`src/rtl/acrb_defines.vh`:
```
// Purpose: constants for the converter configuration register bank
// Assumes: byte-wide register port, byte addresses
// Notes: every register is four byte locations, bits 7-0 at the base address
`ifndef ACRB_DEFINES_VH
`define ACRB_DEFINES_VH

// -----------------------------------------------------------------------------
// register base byte addresses
// -----------------------------------------------------------------------------
`define ACRB_ADDR_W 6
`define ACRB_OFS_DEVICE_IDENTIFICATION 6'h00
`define ACRB_OFS_RESET_POWER_CONTROL 6'h04
`define ACRB_OFS_INPUT_PROTOCOL_CONTROL 6'h08
`define ACRB_OFS_OUTPUT_PROTOCOL_CONTROL 6'h0C
`define ACRB_OFS_OUTPUT_DATA_CONTROL 6'h10
`define ACRB_OFS_INPUT_RANGE_SELECT 6'h14
`define ACRB_OFS_ALARM_OUTPUT 6'h20
`define ACRB_OFS_ALARM_HIGH_THRESHOLD 6'h24
`define ACRB_OFS_ALARM_LOW_THRESHOLD 6'h28

// -----------------------------------------------------------------------------
// byte locations of fields
// -----------------------------------------------------------------------------
`define ACRB_LOC_DEVICE_ADDR 6'h02
`define ACRB_LOC_CTRL_LOW 6'h04
`define ACRB_LOC_UNLOCK_KEY 6'h05
`define ACRB_LOC_PROTOCOL 6'h08

// -----------------------------------------------------------------------------
// field positions and values
// -----------------------------------------------------------------------------
`define ACRB_BIT_SUPPLY_ALARM_DIS 5
`define ACRB_BIT_INPUT_ALARM_DIS 4
`define ACRB_BIT_RESET_PIN_CLASS 2
`define ACRB_BIT_LIGHT_SLEEP_EN 1
`define ACRB_BIT_SHUTDOWN 0
`define ACRB_UNLOCK_VALUE 8'h69
`define ACRB_DEVICE_ADDR_RST 4'h0
`define ACRB_KEY_RST 8'h00
`define ACRB_PROTOCOL_RST 2'h0
`define ACRB_BYTE_RST 8'h00
`define ACRB_READ_LATENCY 2

`endif

```
`src/rtl/acrb_byte_store.v`:
```
// Purpose: byte store for the registers kept as plain data
// Assumes: one write port, one read port, read data registered
// Notes: clear wipes every byte in one cycle
`include "acrb_defines.vh"
`default_nettype none

module acrb_byte_store #(
  parameter DEPTH = 24,
  parameter AW = 5
) (
  input wire clk,
  input wire clr,
  input wire wr_en,
  input wire [AW-1:0] wr_addr,
  input wire [7:0] wr_data,
  input wire [AW-1:0] rd_addr,
  output reg [7:0] rd_data_r
);

  reg [7:0] mem_r [0:DEPTH-1];
  integer i;

  // -----------------------------------------------------------------------------
  // storage
  // -----------------------------------------------------------------------------
  always @(posedge clk) begin
    if (clr) begin
      for (i = 0; i < DEPTH; i = i + 1) begin
        mem_r[i] <= `ACRB_BYTE_RST;
      end
      rd_data_r <= `ACRB_BYTE_RST;
    end else begin
      if (wr_en) begin
        mem_r[wr_addr] <= wr_data;
      end
      rd_data_r <= mem_r[rd_addr];
    end
  end

endmodule

`default_nettype wire

```
`src/rtl/acrb_register_bank.v`:
```
// Purpose: configuration register bank of a serial converter
// Assumes: serial front end decodes frames into byte reads and writes
// Notes: srst is the power-on reset; the reset pin arrives asynchronously
`include "acrb_defines.vh"
`default_nettype none

// Behaviour
// - nine 32-bit registers, each four separately addressable bytes.
// - bases 00h,04h,08h,0Ch,10h,14h,20h,24h,28h.
// - bits 7-0 at base, higher bytes at base plus one to three.
// - identification holds 4-bit device address in bits 19-16, resets zero.
// - reserved bits read zero and cannot be written.
// - 8-bit key in bits 15-8; bits 5-0 writable only when key is 69h.
// - bit 5 set disables supply alarm; resets zero.
// - bit 4 set disables input alarm; resets zero.
// - bit 2 clear makes reset pin full init, set makes it application reset.
// - once set, reset-pin class bit stays until power-on reset.
// - bit 1 set lets converter nap when start/select stays high after conversion.
// - bit 0 set requests power-down, clear means active; resets zero.
// - class and nap bits reset only on power-on or full-init pin reset; others also on application reset.
// - byte 08h bits 1-0 hold write protocol select, reset zero.
// - select codes give polarity and phase: 00,01,10,11 map to pol/phase.
module acrb_register_bank (
  input wire clk,
  input wire srst,
  input wire reset_pin_n,
  input wire conversion_start_select,
  input wire conversion_done,
  input wire wr_en,
  input wire [`ACRB_ADDR_W-1:0] wr_addr,
  input wire [7:0] wr_data,
  input wire rd_en,
  input wire [`ACRB_ADDR_W-1:0] rd_addr,
  output reg [7:0] rd_data_r,
  output reg rd_valid_r,
  output reg [3:0] device_addr_r,
  output reg supply_alarm_disable_r,
  output reg input_alarm_disable_r,
  output reg reset_pin_class_r,
  output reg light_sleep_enable_r,
  output reg shutdown_request_r,
  output reg [1:0] write_protocol_select_r,
  output reg clock_polarity_r,
  output reg clock_phase_r,
  output reg light_sleep_active_r,
  output reg full_init_r,
  output reg app_reset_r
);

  // -----------------------------------------------------------------------------
  // decode helpers
  // -----------------------------------------------------------------------------
  // maps a byte address onto the plain store; bit 5 is the valid flag
  function [5:0] store_index;
    input [`ACRB_ADDR_W-1:0] a;
    begin
      case (a[5:2])
        4'h3: store_index = {1'b1, 3'd0, a[1:0]};
        4'h4: store_index = {1'b1, 3'd1, a[1:0]};
        4'h5: store_index = {1'b1, 3'd2, a[1:0]};
        4'h8: store_index = {1'b1, 3'd3, a[1:0]};
        4'h9: store_index = {1'b1, 3'd4, a[1:0]};
        4'hA: store_index = {1'b1, 3'd5, a[1:0]};
        default: store_index = 6'h00;
      endcase
    end
  endfunction

  function [4:0] store_addr;
    input [5:0] idx;
    begin
      store_addr = {idx[4:2], 2'b00} + {3'b000, idx[1:0]};
    end
  endfunction

  // -----------------------------------------------------------------------------
  // reset pin and start/select synchronisers
  // -----------------------------------------------------------------------------
  reg pin_meta_r;
  reg pin_sync_r;
  reg cs_meta_r;
  reg cs_sync_r;

  always @(posedge clk) begin
    if (srst) begin
      pin_meta_r <= 1'b1;
      pin_sync_r <= 1'b1;
      cs_meta_r <= 1'b0;
      cs_sync_r <= 1'b0;
    end else begin
      pin_meta_r <= reset_pin_n;
      pin_sync_r <= pin_meta_r;
      cs_meta_r <= conversion_start_select;
      cs_sync_r <= cs_meta_r;
    end
  end

  // pin held low keeps the bank in reset for as long as it is held
  wire pin_active = ~pin_sync_r;
  wire pin_full = pin_active & ~reset_pin_class_r;
  wire pin_app = pin_active & reset_pin_class_r;
  wire por_clear = srst | pin_full;
  wire any_clear = por_clear | pin_app;

  // -----------------------------------------------------------------------------
  // register writes
  // -----------------------------------------------------------------------------
  reg [7:0] unlock_key_r;
  wire [5:0] wr_idx = store_index(wr_addr);
  wire [5:0] rd_idx = store_index(rd_addr);
  wire key_ok = (unlock_key_r == `ACRB_UNLOCK_VALUE);
  wire ctrl_wr = wr_en & (wr_addr == `ACRB_LOC_CTRL_LOW) & key_ok;

  // fields cleared by both reset kinds
  always @(posedge clk) begin
    if (any_clear) begin
      device_addr_r <= `ACRB_DEVICE_ADDR_RST;
      unlock_key_r <= `ACRB_KEY_RST;
      supply_alarm_disable_r <= 1'b0;
      input_alarm_disable_r <= 1'b0;
      shutdown_request_r <= 1'b0;
      write_protocol_select_r <= `ACRB_PROTOCOL_RST;
    end else if (wr_en) begin
      // only documented field bits are stored; everything else drops
      if (wr_addr == `ACRB_LOC_DEVICE_ADDR) begin
        device_addr_r <= wr_data[3:0];
      end
      if (wr_addr == `ACRB_LOC_UNLOCK_KEY) begin
        unlock_key_r <= wr_data;
      end
      if (ctrl_wr) begin
        supply_alarm_disable_r <= wr_data[`ACRB_BIT_SUPPLY_ALARM_DIS];
        input_alarm_disable_r <= wr_data[`ACRB_BIT_INPUT_ALARM_DIS];
        shutdown_request_r <= wr_data[`ACRB_BIT_SHUTDOWN];
      end
      if (wr_addr == `ACRB_LOC_PROTOCOL) begin
        write_protocol_select_r <= wr_data[1:0];
      end
    end
  end

  // fields that only a power-on class reset clears
  always @(posedge clk) begin
    if (por_clear) begin
      reset_pin_class_r <= 1'b0;
      light_sleep_enable_r <= 1'b0;
    end else if (ctrl_wr) begin
      // the class bit can only be set; clearing waits for a power cycle
      reset_pin_class_r <= reset_pin_class_r | wr_data[`ACRB_BIT_RESET_PIN_CLASS];
      light_sleep_enable_r <= wr_data[`ACRB_BIT_LIGHT_SLEEP_EN];
    end
  end

  // polarity and phase follow the select code directly
  always @(posedge clk) begin
    if (any_clear) begin
      clock_polarity_r <= 1'b0;
      clock_phase_r <= 1'b0;
    end else begin
      clock_polarity_r <= write_protocol_select_r[1];
      clock_phase_r <= write_protocol_select_r[0];
    end
  end

  // -----------------------------------------------------------------------------
  // light sleep
  // -----------------------------------------------------------------------------
  always @(posedge clk) begin
    if (any_clear) begin
      light_sleep_active_r <= 1'b0;
    end else if (~light_sleep_enable_r | ~cs_sync_r) begin
      light_sleep_active_r <= 1'b0;
    end else if (conversion_done) begin
      light_sleep_active_r <= 1'b1;
    end
  end

  always @(posedge clk) begin
    if (srst) begin
      full_init_r <= 1'b1;
      app_reset_r <= 1'b0;
    end else begin
      full_init_r <= pin_full;
      app_reset_r <= pin_app;
    end
  end

  // -----------------------------------------------------------------------------
  // plain byte store for registers carried as data
  // -----------------------------------------------------------------------------
  wire [7:0] store_rd_data;

  acrb_byte_store #(
    .DEPTH(24),
    .AW(5)
  ) u_store (
    .clk(clk),
    .clr(any_clear),
    .wr_en(wr_en & wr_idx[5]),
    .wr_addr(store_addr(wr_idx)),
    .wr_data(wr_data),
    .rd_addr(store_addr(rd_idx)),
    .rd_data_r(store_rd_data)
  );

  // -----------------------------------------------------------------------------
  // read path, two cycles so both sources line up
  // -----------------------------------------------------------------------------
  reg [7:0] local_byte;
  reg [7:0] local_byte_r;
  reg from_store_r;
  reg rd_pend_r;

  always @* begin
    local_byte = 8'h00;
    case (rd_addr)
      `ACRB_LOC_DEVICE_ADDR: local_byte = {4'h0, device_addr_r};
      `ACRB_LOC_CTRL_LOW: local_byte = {2'b00, supply_alarm_disable_r, input_alarm_disable_r, 1'b0,
        reset_pin_class_r, light_sleep_enable_r, shutdown_request_r};
      `ACRB_LOC_UNLOCK_KEY: local_byte = unlock_key_r;
      `ACRB_LOC_PROTOCOL: local_byte = {6'h00, write_protocol_select_r};
      default: local_byte = 8'h00;
    endcase
  end

  always @(posedge clk) begin
    if (any_clear) begin
      local_byte_r <= 8'h00;
      from_store_r <= 1'b0;
      rd_pend_r <= 1'b0;
      rd_data_r <= 8'h00;
      rd_valid_r <= 1'b0;
    end else begin
      local_byte_r <= local_byte;
      from_store_r <= rd_idx[5];
      rd_pend_r <= rd_en;
      rd_valid_r <= rd_pend_r;
      if (rd_pend_r) begin
        rd_data_r <= from_store_r ? store_rd_data : local_byte_r;
      end
    end
  end

endmodule

`default_nettype wire

```
`config.mk`:
```
export PLATFORM = sky130hd
export DESIGN_NAME = acrb_register_bank
export DESIGN_NICKNAME = d
export VERILOG_FILES = /design/src/rtl/acrb_byte_store.v /design/src/rtl/acrb_register_bank.v
export VERILOG_INCLUDE_DIRS = /design/src /design/src/rtl
export SDC_FILE = /design/constraint.sdc
export NUM_CORES = 1
export LEC_CHECK = 0
export BUFFER_PORTS_ARGS = -buffer_cell sky130_fd_sc_hd__buf_2
export CAP_MARGIN = 20
export CORE_MARGIN = 1.5
export CORE_UTILIZATION = 60
export CTS_BUF_LIST = sky130_fd_sc_hd__clkbuf_8
export CTS_CLUSTER_DIAMETER = 60
export DETAILED_ROUTE_END_ITERATION = 8
export HOLD_SLACK_MARGIN = 0.03
export PLACE_DENSITY = 0.78
export SLEW_MARGIN = 20
export SYNTH_ARGS = -nofsm -noshare
export SYNTH_HDL_FRONTEND = slang
export SYNTH_SLANG_ARGS = --single-unit
```
`constraint.sdc`:
```
create_clock -name clk -period 4.85 [get_ports clk]
set_input_delay 0.2425 -clock clk [delete_from_list [all_inputs] [get_ports clk]]
set_output_delay 0.2425 -clock clk [all_outputs]
set_load 0.01 [all_outputs]
```
==> out/results.txt <==
Setup violators final - 0
Crit path from - pin_sync_r$_SDFF_PP1_
# nets final - 1014
Outcome - complete, no violations
Synth Flop Type - edfxtp_1
FF-to-FF setup slack - 2.06 ns
DP HPWL - 18200 um
Setup tns final - 0 ns
Reg-to-reg endpoint - u_store.mem_r[14][1]$_SDFFCE_PN0P_
Register area share after synthesis - 60.5%
Clock Power Share - 36.6%
Finished Layout Cells - 1252
Largest net degree at the start of global routing - 66
Min-Delay Startpoint - wr_addr[2]
Worst clock skew - 0.0233 ns
1st-pass router iterations - 5
ANT cells - 0
Max-slew headroom - 26.3%
Placed instance count - 1171
I/O Pins - 52
Worst vdd ir - 0.284 mV
Initial DRC count - 690
Final Hold Viols - 0
Final WS setup - 2.06 ns
Chip height - 141 um
CTS Buf Count - 39
Worst EP arrival - 2.99 ns
Most common cell after layout, fill and taps aside - and2_1
Avg Cell Area, Syn - 12.1 um2
Crit start category - flop
Crit path to - u_store.mem_r[14][1]$_SDFFCE_PN0P_
Comb pwr share - 8.3%
PostCTS Resize Cnt - 0
Placed cell area - 0.0117 mm2
Via density per instance - 6.14
WL per Instance - 22.3 um
DR DRC count - 0
Depth of the worst register-to-register path - 5
Routed wire length - 27900 um
Max_cap viols - 0
Sequential power share - 55.0%
CP max FO - 9
Fin area - 0.0125 mm2
Vias in the first global route - 7254
Synth top area share - 50.8%
Die W - 141 um
Clk_lat worst skew - 0.55 ns
Sw Share - 24.6%
DP Worst Slack - 1.73 ns
Initial Util - 60.9%
Antenna violations before repair - 0
Port-buffer cells - 51
Core area - 0.0186 mm2
Tightest Pin Transition - 1.10 ns
Post-Synthesis Cells - 940
P_leak - 0.00481 uW
H-Tree Depth - 2
Total gr overflow - 0
Max Slew Vio Count - 0
Switching Power - 1080 uW
EDFF count, synth - 192
CP Capture Type - flop
Antenna viol nets, final - 0
Syn Nets - 967
# clock sinks - 247
Gr usage total - 28.7%
Post-synth top area cell - edfxtp_1
Die area - 0.0198 mm2
Most frequent cells in the layout - and2_1, edfxtp_1, nor2_1
Hold/Removal Path Class - in -> reg
Internal power - 3310 uW
Placer Congestion - 0.914
Postcts setup bufs - 0
Root Buffer - clkbuf_8
Worst reg2reg startpoint - pin_sync_r$_SDFF_PP1_
Unrepaired setup endpoints after global routing - no
Synthesis warning total - 0
Clock Path Buffers - 3
Total chip power - 4390 uW
Post-synthesis cell area - 0.0114 mm2
FP Rows - 50
Critical path class - reg -> reg
Fillers - 1370
First-pass GRT wire length - 42000 um
Clock slew at the register clock pins of the worst setup and hold paths - 0.06 ns
CTS tree - built
Max Freq - 0.359 GHz
#FFs+latches synth - 247
Share of layout cells above drive strength 1 - 14.7%
Ys async rst share - 0%
Vias - 7683
Final min period - 2.79 ns
Period utilization - 57.5%
Pwr dens - 351 mW/mm2
WP data required - 5.05 ns
Area Growth Syn to Fin - 10.1%
Ranking of synthesized cells by area - edfxtp_1, and2_1, dfxtp_1
Distinct cells, synth - 63
==> per-layer routing <==
layer,up-vias,global-route usage [%],wire length [um],part of all wire (%)
met5,-,0,0,0
met4,0,10.3,768,2.8
met1,3676,40.7,11600,42
met2,388,45.0,12900,46
li1,3569,-,-,-
met3,50,5.16,2630,9.4
==> metrics by stage <==
stage                     hold WS (ns)  util, %
final                            0.181     67.1
after global routing             0.189     67.1
after CTS                        0.161     67.0
after detailed placement         0.398     62.8
after global placement           0.397     62.8
after floorplan                  0.314        -
==> kinds of logic after synthesis <==
kind of cell | Yosys count | synth area share [%]
AO/OA/AOI/OAI | 171 | 11.9
XOR/XNOR | 2 | 0.154
buffers and inverters | 68 | 2.56
flip-flops | 247 | 60.5
multiplexers | 62 | 5.58
AND/OR/NAND/NOR | 390 | 19.3
==> power by group through the flow <==
| stage | clock network, uW | logic, uW | registers [uW] |
|---|---|---|---|
| after CTS | 1620 | 359 | 2410 |
| after global placement | 0 | 344 | 2450 |
| after floorplan | 0 | 237 | 2440 |
| after global routing | 1710 | 389 | 2420 |
| after detailed placement | 0 | 353 | 2460 |
| final | 1610 | 365 | 2410 |
==> critical path, stage by stage, from the launching register on <==
cell	delay [ns]
dfxtp_1	0.40
nor2b_2	0.18
and4b_1	0.26
nand2_1	0.23
nor3_1	0.95
nand2b_1	0.42
==> how the worst min path moves through the flow <==
stage                                               to  slack [ns]  cells after the start
2_1_floorplan                     cs_meta_r$_SDFF_PP0_        0.31                      1
3_3_place_gp                     pin_sync_r$_SDFF_PP1_        0.40                      1
3_5_place_dp                     pin_sync_r$_SDFF_PP1_        0.40                      1
4_1_cts        write_protocol_select_r[1]$_SDFFE_PP0P_        0.16                      4
5_1_grt        write_protocol_select_r[1]$_SDFFE_PP0P_        0.19                      4
6_report       write_protocol_select_r[0]$_SDFFE_PP0P_        0.18                      4
==> Yosys cell counts, types with 14 or more instances <==
master      n
nor2_1     74
edfxtp_1  192
nor3_1     14
o22ai_1    16
o21ai_0    31
mux2i_1    52
nand2_1    39
clkbuf_1   39
dfxtp_1    55
a211oi_1   16
and2_1    198
==> registers in the layout (all words and copies together), names as in the netlist, 2 cells and up <==
signal                   count
local_byte_r                 8
unlock_key_r                 8
write_protocol_select_r      2
u_store.rd_data_r            8
device_addr_r                4
rd_data_r                    8
u_store.mem_r              192
==> repair_timing <==
action | in CTS | in global routing
hold endpoints to repair | 7 | 0
endpoints found under the setup margin | 0 | 0
hold buffers | 7 | 0
==> final cells by class <==
type	count	area, um2	area share, %
inverter	4	15.0	0.120
clock buffer	43	592	4.73
multi-input combinational	625	4210	33.7
timing repair buffer	70	410	3.28
tap	234	293	2.34
clock inverter	29	120	0.960
sequential	247	6870	54.9
(Power assumes the default switching activity.)
